File: src/core/ssr_consts.svh
// Constants for the status and service request block
`ifndef SSR_CONSTS_SVH
`define SSR_CONSTS_SVH
`define SSR_IC_ALARM 7
`define SSR_IC_HEATER 4
`define SSR_IC_SF_SECOND 1
`define SSR_IC_SF_FIRST 0
`define SSR_IC_DEFINED 8'h93
`define SSR_SE_OPC 7
`define SSR_SE_QUERY_ERR 5
`define SSR_SE_DEVICE_ERR 4
`define SSR_SE_EXEC_ERR 3
`define SSR_SE_CMD_ERR 2
`define SSR_SE_POWER_ON 0
`define SSR_SE_DEFINED 8'hBD
`define SSR_SB_RQS 6
`define SSR_SB_SE 5
`define SSR_SB_MAV 4
`define SSR_SB_IE 3
`define SSR_SB_DEFINED 8'h38
`define SSR_BYTE_ZERO 8'h00
`define SSR_LINE_LEN 32
`define SSR_SYNC_ZERO 3'h0
`define SSR_CMD_SET_IC_MASK 4'h1
`define SSR_CMD_SET_SE_MASK 4'h2
`define SSR_CMD_SET_SR_MASK 4'h3
`define SSR_CMD_CLEAR 4'h4
`define SSR_CMD_OPC 4'h5
`define SSR_CMD_RD_IC 4'h6
`define SSR_CMD_RD_IC_MASK 4'h7
`define SSR_CMD_RD_SE 4'h8
`define SSR_CMD_RD_SE_MASK 4'h9
`define SSR_CMD_RD_SB 4'hA
`define SSR_CMD_RD_SR_MASK 4'hB
`define SSR_CMD_CATALOG 4'hC
`endif

File: src/core/ssr_pkg.sv
// Types for the status and service request block
package ssr_pkg;
  typedef enum logic [1:0] {
    SSR_IDLE = 2'b00,
    SSR_OPC_WAIT = 2'b01
  } ssr_opc_t;
  typedef struct packed {
    logic [2:0] alarm_sy;
    logic [2:0] heater_sy;
    logic [2:0] sf1_sy;
    logic [2:0] sf2_sy;
    logic [7:0] ic_held;
    logic [7:0] ic_mask;
    logic [7:0] se_flags;
    logic [7:0] se_mask;
    logic [7:0] sr_mask;
    logic power_seen;
    ssr_opc_t opc_state;
    logic [7:0] rsp_data;
    logic rsp_valid;
    logic srq;
    logic [7:0] last_cmd;
    logic [7:0] last_rsp;
  } ssr_state_t;
endpackage : ssr_pkg

File: src/core/ssr_status.sv
// Status registers, summary byte and service request logic
// Operation
// - Instrument condition bit 7 follows any asserted alarm.
// - Instrument condition bit 4 follows a heater fault.
// - Bits 0 and 1 flag sensor faults on first and second inputs.
// - Summary bit 3 is nonzero AND of condition and its mask.
// - Event bit 7 set when pending operations finish after request.
// - Event bit 5 set on a query syntax error.
// - Event bit 4 set on a device error.
// - Event bit 3 set when valid command cannot execute.
// - Event bit 2 set on a command syntax error.
// - Event bit 0 set when power comes on.
// - Summary bit 5 is nonzero AND of events and event mask.
// - Summary bit 4 set while an unread response waits.
// - Summary bit 6 is the request for service indication.
// - Service request raised when summary AND request mask nonzero.
// - Request mask is writable, readable back and retained.
// - Condition register returned on the system status query.
// - Catalog query answers with the allowed value list.
// - Keyword short form is four letters, three if fourth vowel.
// - Last received command and last response are retained.
// - Clear command clears events, errors and message available.
`timescale 1ns/1ps
`include "ssr_consts.svh"
module ssr_status
  import ssr_pkg::*;
(
  input wire logic clock,
  input wire logic reset,
  input wire logic clk_en,
  input wire logic alarm_pin,
  input wire logic heater_fault_pin,
  input wire logic sensor_fault_first_input,
  input wire logic sensor_fault_second_input,
  input wire logic cmd_valid,
  input wire logic [3:0] cmd_code,
  input wire logic [7:0] cmd_data,
  input wire logic [7:0] cmd_char,
  input wire logic cmd_char_valid,
  input wire logic query_error,
  input wire logic device_error,
  input wire logic exec_error,
  input wire logic command_error,
  input wire logic ops_pending,
  input wire logic [7:0] catalog_char,
  input wire logic rsp_read,
  input wire logic [7:0] keyword_c4,
  output logic keyword_three_ok,
  output logic [7:0] rsp_data,
  output logic rsp_valid,
  output logic [7:0] instrument_condition,
  output logic [7:0] summary_status_byte,
  output logic service_request,
  output logic [7:0] last_cmd_char,
  output logic [7:0] last_rsp_char
);

  ssr_state_t cur_ff;
  ssr_state_t nxt_st;
  logic [7:0] ic_now;
  logic [7:0] sb_now;
  logic rsp_load;
  logic [7:0] rsp_word;

  ////////////////////////////////////////////////////////////////////
  // Helpers

  // Two synchroniser stages that agree count as a change, else hold
  function automatic logic sync_level(input logic [2:0] s,
                                      input logic prev);
    sync_level = (s[1] == s[2]) ? s[2] : prev;
  endfunction : sync_level

  function automatic logic is_vowel(input logic [7:0] c);
    logic [7:0] u;
    u = c & 8'hDF;
    is_vowel = (u == 8'h41) || (u == 8'h45) || (u == 8'h49) ||
               (u == 8'h4F) || (u == 8'h55);
  endfunction : is_vowel

  ////////////////////////////////////////////////////////////////////
  // Condition and summary

  always_comb begin
    ic_now = `SSR_BYTE_ZERO;
    ic_now[`SSR_IC_ALARM] = sync_level(cur_ff.alarm_sy,
                                       cur_ff.ic_held[`SSR_IC_ALARM]);
    ic_now[`SSR_IC_HEATER] = sync_level(cur_ff.heater_sy,
                                        cur_ff.ic_held[`SSR_IC_HEATER]);
    ic_now[`SSR_IC_SF_FIRST] = sync_level(cur_ff.sf1_sy,
                                          cur_ff.ic_held[`SSR_IC_SF_FIRST]);
    ic_now[`SSR_IC_SF_SECOND] = sync_level(cur_ff.sf2_sy,
                                           cur_ff.ic_held[`SSR_IC_SF_SECOND]);
    sb_now = `SSR_BYTE_ZERO;
    sb_now[`SSR_SB_IE] = |(ic_now & cur_ff.ic_mask);
    sb_now[`SSR_SB_SE] = |(cur_ff.se_flags & cur_ff.se_mask);
    sb_now[`SSR_SB_MAV] = cur_ff.rsp_valid;
    sb_now[`SSR_SB_RQS] = cur_ff.srq;
  end

  ////////////////////////////////////////////////////////////////////
  // Response selection

  always_comb begin
    rsp_load = cmd_valid;
    rsp_word = `SSR_BYTE_ZERO;
    case (cmd_code)
      `SSR_CMD_RD_IC: rsp_word = ic_now;
      `SSR_CMD_RD_IC_MASK: rsp_word = cur_ff.ic_mask;
      `SSR_CMD_RD_SE: rsp_word = cur_ff.se_flags;
      `SSR_CMD_RD_SE_MASK: rsp_word = cur_ff.se_mask;
      `SSR_CMD_RD_SB: rsp_word = sb_now;
      `SSR_CMD_RD_SR_MASK: rsp_word = cur_ff.sr_mask;
      `SSR_CMD_CATALOG: rsp_word = catalog_char;
      default: rsp_load = 1'b0;
    endcase
  end

  ////////////////////////////////////////////////////////////////////
  // Next state

  always_comb begin
    nxt_st = cur_ff;
    nxt_st.alarm_sy = {cur_ff.alarm_sy[1:0], alarm_pin};
    nxt_st.heater_sy = {cur_ff.heater_sy[1:0], heater_fault_pin};
    nxt_st.sf1_sy = {cur_ff.sf1_sy[1:0], sensor_fault_first_input};
    nxt_st.sf2_sy = {cur_ff.sf2_sy[1:0], sensor_fault_second_input};
    nxt_st.ic_held = ic_now;
    // clear status, before new events so sets win
    if (cmd_valid && cmd_code == `SSR_CMD_CLEAR) begin
      nxt_st.se_flags = `SSR_BYTE_ZERO;
      nxt_st.rsp_valid = 1'b0;
      nxt_st.opc_state = SSR_IDLE;
    end
    if (rsp_read) begin
      nxt_st.rsp_valid = 1'b0;
    end
    if (rsp_load) begin
      nxt_st.rsp_valid = 1'b1;
      nxt_st.rsp_data = rsp_word;
      nxt_st.last_rsp = rsp_word;
    end
    if (cmd_valid && cmd_code == `SSR_CMD_SET_IC_MASK) begin
      nxt_st.ic_mask = cmd_data & `SSR_IC_DEFINED;
    end
    if (cmd_valid && cmd_code == `SSR_CMD_SET_SE_MASK) begin
      nxt_st.se_mask = cmd_data & `SSR_SE_DEFINED;
    end
    if (cmd_valid && cmd_code == `SSR_CMD_SET_SR_MASK) begin
      nxt_st.sr_mask = cmd_data & `SSR_SB_DEFINED;
    end
    if (cmd_valid && cmd_code == `SSR_CMD_OPC) begin
      nxt_st.opc_state = SSR_OPC_WAIT;
    end
    case (cur_ff.opc_state)
      SSR_OPC_WAIT: begin
        if (!ops_pending) begin
          nxt_st.se_flags[`SSR_SE_OPC] = 1'b1;
          nxt_st.opc_state = SSR_IDLE;
        end
      end
      default: ;
    endcase
    if (query_error) begin
      nxt_st.se_flags[`SSR_SE_QUERY_ERR] = 1'b1;
    end
    if (device_error) begin
      nxt_st.se_flags[`SSR_SE_DEVICE_ERR] = 1'b1;
    end
    if (exec_error) begin
      nxt_st.se_flags[`SSR_SE_EXEC_ERR] = 1'b1;
    end
    if (command_error) begin
      nxt_st.se_flags[`SSR_SE_CMD_ERR] = 1'b1;
    end
    if (!cur_ff.power_seen) begin
      nxt_st.power_seen = 1'b1;
      nxt_st.se_flags[`SSR_SE_POWER_ON] = 1'b1;
    end
    if (cmd_char_valid) begin
      nxt_st.last_cmd = cmd_char;
    end
    nxt_st.srq = |(sb_now & cur_ff.sr_mask & `SSR_SB_DEFINED);
  end

  ////////////////////////////////////////////////////////////////////
  // State register

  always_ff @(posedge clock or posedge reset) begin
    if (reset) begin
      cur_ff <= '0;
    end else if (clk_en) begin
      cur_ff <= nxt_st;
    end
  end

  ////////////////////////////////////////////////////////////////////
  // Outputs

  // three letter form allowed when fourth is a vowel
  assign keyword_three_ok = is_vowel(keyword_c4);
  assign rsp_data = cur_ff.rsp_data;
  assign rsp_valid = cur_ff.rsp_valid;
  assign instrument_condition = ic_now;
  assign summary_status_byte = sb_now;
  assign service_request = cur_ff.srq;
  assign last_cmd_char = cur_ff.last_cmd;
  assign last_rsp_char = cur_ff.last_rsp;

endmodule : ssr_status

File: config.mk
export PLATFORM = sky130hd
export DESIGN_NAME = ssr_status
export DESIGN_NICKNAME = d
export VERILOG_FILES = /design/src/core/ssr_pkg.sv /design/src/core/ssr_status.sv
export VERILOG_INCLUDE_DIRS = /design/src /design/src/core
export SDC_FILE = /design/constraint.sdc
export NUM_CORES = 1
export LEC_CHECK = 0
export ABC_CLOCK_PERIOD_IN_PS = 1800
export BUFFER_PORTS_ARGS = -buffer_cell sky130_fd_sc_hd__buf_2
export CAP_MARGIN = 20
export CORE_ASPECT_RATIO = 0.9
export CORE_MARGIN = 2
export CORE_UTILIZATION = 44
export CTS_BUF_LIST = sky130_fd_sc_hd__clkbuf_2
export CTS_CLUSTER_DIAMETER = 30
export DETAILED_ROUTE_END_ITERATION = 12
export GPL_TIMING_DRIVEN = 0
export PLACE_DENSITY = 0.79
export SKIP_CTS_REPAIR_TIMING = 1
export SYNTH_ARGS = -nofsm -noshare
export SYNTH_HDL_FRONTEND = slang
export SYNTH_SLANG_ARGS = --single-unit
File: constraint.sdc
create_clock -name clock -period 1.8 [get_ports clock]
set_input_delay 0.27 -clock clock [delete_from_list [all_inputs] [get_ports clock]]
set_output_delay 0.27 -clock clock [all_outputs]
set_load 0.03 [all_outputs]
==> Yosys cells after proc, flatten, opt, wreduce, memory -nomap -nowiden <==
Index checks and enable logic that the tools add are counted.
{ "totals": {"regBits": 56, "in_bits": 51, "output_inout_bits": 43, "word_cells": 96} }
{ "op_classes": {"n_eq_ne": 23, "muxes": 21, "bitwise_logic": 3, "n_reduce_logical": 29} }
{ "ops": {"columns": ["operator", "n"], "rows": [
  ["$pmux W8 S7", 1],
  ["$eq A7 B6 Y1 const B", 5],
  ["$reduce_and A2 Y1", 11],
  ["$eq A4 B4 Y1 const B", 5],
  ["$and A8 B8 Y8", 2],
  ["$eq A4 B3 Y1 const B", 4],
  ["$reduce_or A8 Y1", 2],
  ["$mux W1", 15],
  ["$eq A4 B2 Y1 const B", 2],
  ["$mux W2", 4],
  ["$mux W8", 1],
  ["$reduce_bool A2 Y1", 4],
  ["$reduce_or A7 Y1", 1],
  ["$and A6 B6 Y6", 1],
  ["$logic_and A1 B1 Y1", 5],
  ["$eq A1 B1 Y1", 4],
  ["$eq A4 B1 Y1 const B", 1],
  ["$logic_or A1 B1 Y1", 4],
  ["$reduce_bool A3 Y1", 1],
  ["$reduce_or A3 Y1", 1],
  ["$eq A2 B1 Y1 const B", 1],
  ["$ne A2 B1 Y1 const B", 1]
]} }

==> Depth between registers and ports, before layout <==
{ "logic_depth": {"word_depth": 6, "depth_mapped": 6, "depth_no_buf": 4} }

==> Worst setup path before layout <==
No wires, ideal clock.
{ "synth_timing": {"path_kind": "register to output", "from": "reg cur_ff[73] in the netlist's numbering", "to": "out summary_status_byte[3]", "arrival_ns": 1.414, "t_required_ns": 1.530, "slack_ns": 0.116, "path_stages_with_launch": 5, "path_buffers": 0, "path_cell_list": "dfrtp_1 maj3_1 a22o_1 a221oi_2 inv_1"} }
{ "synth_rtl": {"columns": ["item", "line_no", "source"], "rows": [
  ["start: declaration", "ssr_status.sv:58", "ssr_state_t cur_ff;"],
  ["start signal: assignment", "ssr_status.sv:193", "cur_ff <= nxt_st;"],
  ["end: declaration", "ssr_status.sv:52", "output logic [7:0] summary_status_byte,"]
]} }

==> impl_metrics.json <==
{
  "clk_path_buf_depth": 2,
  "n_fill_cell": 572,
  "dieArea_um2": 7330,
  "r2r_cells": 5,
  "ctsRootBufferMaster": "clkbuf_2",
  "cts.sinks": 56,
  "setup_viol": 5,
  "hold_end": "cur_ff[48]$_DFFE_PP0P_",
  "top_level_ports": 94,
  "r2r_slack_ns": 0.18,
  "max_slew_margin_pct": 57.8,
  "fmaxAchievable_mhz": 434,
  "p_leak_nw": 1.84,
  "yosys.area.top_type_share_pct": 47.8,
  "syn_area_um2": 2930,
  "fin_nets": 428,
  "worst_slew_pin_slew_ns": 0.632,
  "ant_nets": 0,
  "yosys-top-cells-area": "dfrtp_1, mux2_2, buf_4",
  "drtIter0Drc": 89,
  "seq_area_um2": 1400,
  "yosysUniqueCellTypes": 40,
  "period_needed_ns": 2.30,
  "avgSynthCellArea_um2": 11.5,
  "finClkSkew_ns": 0.0225,
  "syn_to_final_growth_pct": 31.3,
  "run_status": "finished, violations left",
  "critPathLaunchType": "flip-flop",
  "hold_depth": 2,
  "diodes": 0,
  "fin_crit_sh_pct": 128,
  "slew_viol_final": 0,
  "drc_errors": 0,
  "grt_pass1_vias": 2208,
  "initial_core_util_pct": 45.0,
  "reg2reg_from": "cur_ff[73]$_DFFE_PP0P_",
  "finalHoldViolCount": 0,
  "die_h_um": 81.4,
  "antenna_found_initial": 0,
  "post_drt_wl_per_cell_um": 14.7,
  "worstPathArrival_ns": 2.03,
  "yosysSeqAreaShare_pct": 47.8,
  "grt_max_degree": 34,
  "end_kind": "output port",
  "drive_above_1_share_pct": 52.1,
  "rr_endpoint": "service_request$_DFFE_PP0P_",
  "die_x_um": 90.0,
  "synthCells": 255,
  "cts_tree": "yes",
  "pre_cts_ws_ns": -0.121,
  "ys_warn_count": 0,
  "multi_input_area_um2": 1200,
  "synth_area_leader_cell": "dfrtp_1",
  "rows": 28,
  "rsz0062_at_grt": "yes",
  "ir_drop_mv": 0.750,
  "ys_seq_elements": 56,
  "gp_congestion": 0.893,
  "hold_path.class": "in2reg",
  "cts_buffers": 5,
  "min-delay-start": "exec_error",
  "fin_worst_hold_slack_ns": 0.0361,
  "io_buffers": 81,
  "violations": "setup timing",
  "grt_use_total_pct": 18.0,
  "wl_um": 6860,
  "htreeDepth": 2,
  "grt_pass1_wl_um": 10500,
  "layout_setup_ws_ns": -0.504,
  "powerDensity_nw_per_um2": 983,
  "path_class": "reg2out",
  "clk_latency_ns": 0.47,
  "path_max_fanout": 4,
  "core-area_um2": 6520,
  "path_clk_slew_ns": 0.31,
  "firstDrtPassIters": 4,
  "gr-total-overflow": 0,
  "vias": 2360,
  "hpwl_um": 5060,
  "viasPerCell": 5.04,
  "cap_violations": 0,
  "cp.required_ns": 1.53
}
critical path: stages (launching register included):
cell	delay, ns
dfrtp_1	0.50
maj3_2	0.35
a22o_1	0.24
a221oi_4	0.24
inv_1	0.10
buf_6	0.15
sequential cells by signal, indices dropped and copies added, names as in the netlist:
signal,cells
cur_ff,38
last_cmd_char,8
last_rsp_char,8
service_request,1
rsp_valid,1
through the flow:
stage	cells	power (mW)	area [µm²]	TNS, ns	utilization [%]
finish	468	3.78	3850	-0.826	59.1
global route	468	3.99	3850	-1.33	59.1
CTS	442	3.60	3540	-1.59	54.3
detailed placement	434	3.08	3490	-0.121	53.6
global placement	433	3.02	3470	-26.67	53.3
floorplan	262	2.69	2960	0	-
layer usage:
metal  track usage (%)  wire length, µm
met5                 0                0
met1              24.5             2940
met2              28.5             3210
met4              6.92              121
met3              4.31              590
logic make-up (layout without fill, tap and decap cells):
| group | Yosys count | count (layout) | share of synthesized area (%) |
|---|---|---|---|
| adder cells (fa/ha/maj) | 4 | 4 | 1.37 |
| AND/OR/NAND/NOR | 46 | 46 | 8.92 |
| flip-flops | 56 | 56 | 47.8 |
| multiplexers | 43 | 43 | 16.3 |
| other | 1 | 8 | 0.128 |
| AO/OA/AOI/OAI | 49 | 49 | 12.6 |
| buffers and inverters | 56 | 172 | 12.9 |
Yosys cell counts (all sizes together):
library cell  number
a21o               1
a21oi             10
a221oi             4
a222oi             2
a22o               5
a22oi              4
a311oi             1
a31o               1
a32o               2
a32oi              2
and4b              1
buf               46
clkbuf             5
conb               1
dfrtp             56
inv                5
maj3               4
mux2              37
mux2i              6
nand2             12
nand2b             3
nand3              1
nand3b             3
nand4b             1
nor2              10
nor2b              2
nor3               3
nor3b              3
nor4bb             1
o21ai             11
o22ai              6
or2                2
or3b               1
or4                3
report_power, final:
group	switching, mW	total (mW)	internal (mW)
Sequential	0.188	1.68	1.49
Combinational	0.818	1.59	0.769
Clock	0.423	0.522	0.0988
placed cells by master (no fill, tap or decap), types with 2 or more instances in the layout:
master          n
nand3b_1        3
a22o_1          5
clkbuf_1        5
nor3b_1         3
maj3_2          4
a22oi_1         3
mux2_2         37
clkbuf_2        5
a32oi_1         2
buf_2          81
inv_1           4
dlygate4sd3_1  19
nor3_1          3
buf_6           9
nor2b_1         2
mux2i_1         6
a21oi_1         7
dfrtp_1        56
buf_4          44
a221oi_1        3
o22ai_1         6
nor2_1         10
conb_1          8
or4_1           3
a32o_1          2
a21oi_2         3
o21ai_0        11
a222oi_1        2
nand2b_1        2
nand2_1        12
layout make-up:
class	count	share of cell area, %
Multi-Input combinational cell	150	31.3
Clock inverter	3	0.553
Sequential cell	56	36.4
Timing Repair Buffer	109	18.5
Tap cell	90	2.93
Buffer	50	9.23
Inverter	5	0.488
Clock buffer	5	0.650
how the worst max path moves through the flow:
stage | startpoint | end | slack (ns) | cells after the start
2_1_floorplan | cur_ff[73]$_DFFE_PP0P_ | summary_status_byte[3] | 0.12 | 4
3_3_place_gp | reset | cur_ff[39]$_DFFE_PP0P_ | -0.48 | 2
3_5_place_dp | cur_ff[73]$_DFFE_PP0P_ | summary_status_byte[3] | -0.12 | 5
4_1_cts | cur_ff[73]$_DFFE_PP0P_ | summary_status_byte[3] | -0.71 | 5
5_1_grt | cur_ff[73]$_DFFE_PP0P_ | summary_status_byte[3] | -0.64 | 5
6_report | cur_ff[73]$_DFFE_PP0P_ | summary_status_byte[3] | -0.50 | 5
Power figures use the tool's default switching activity.
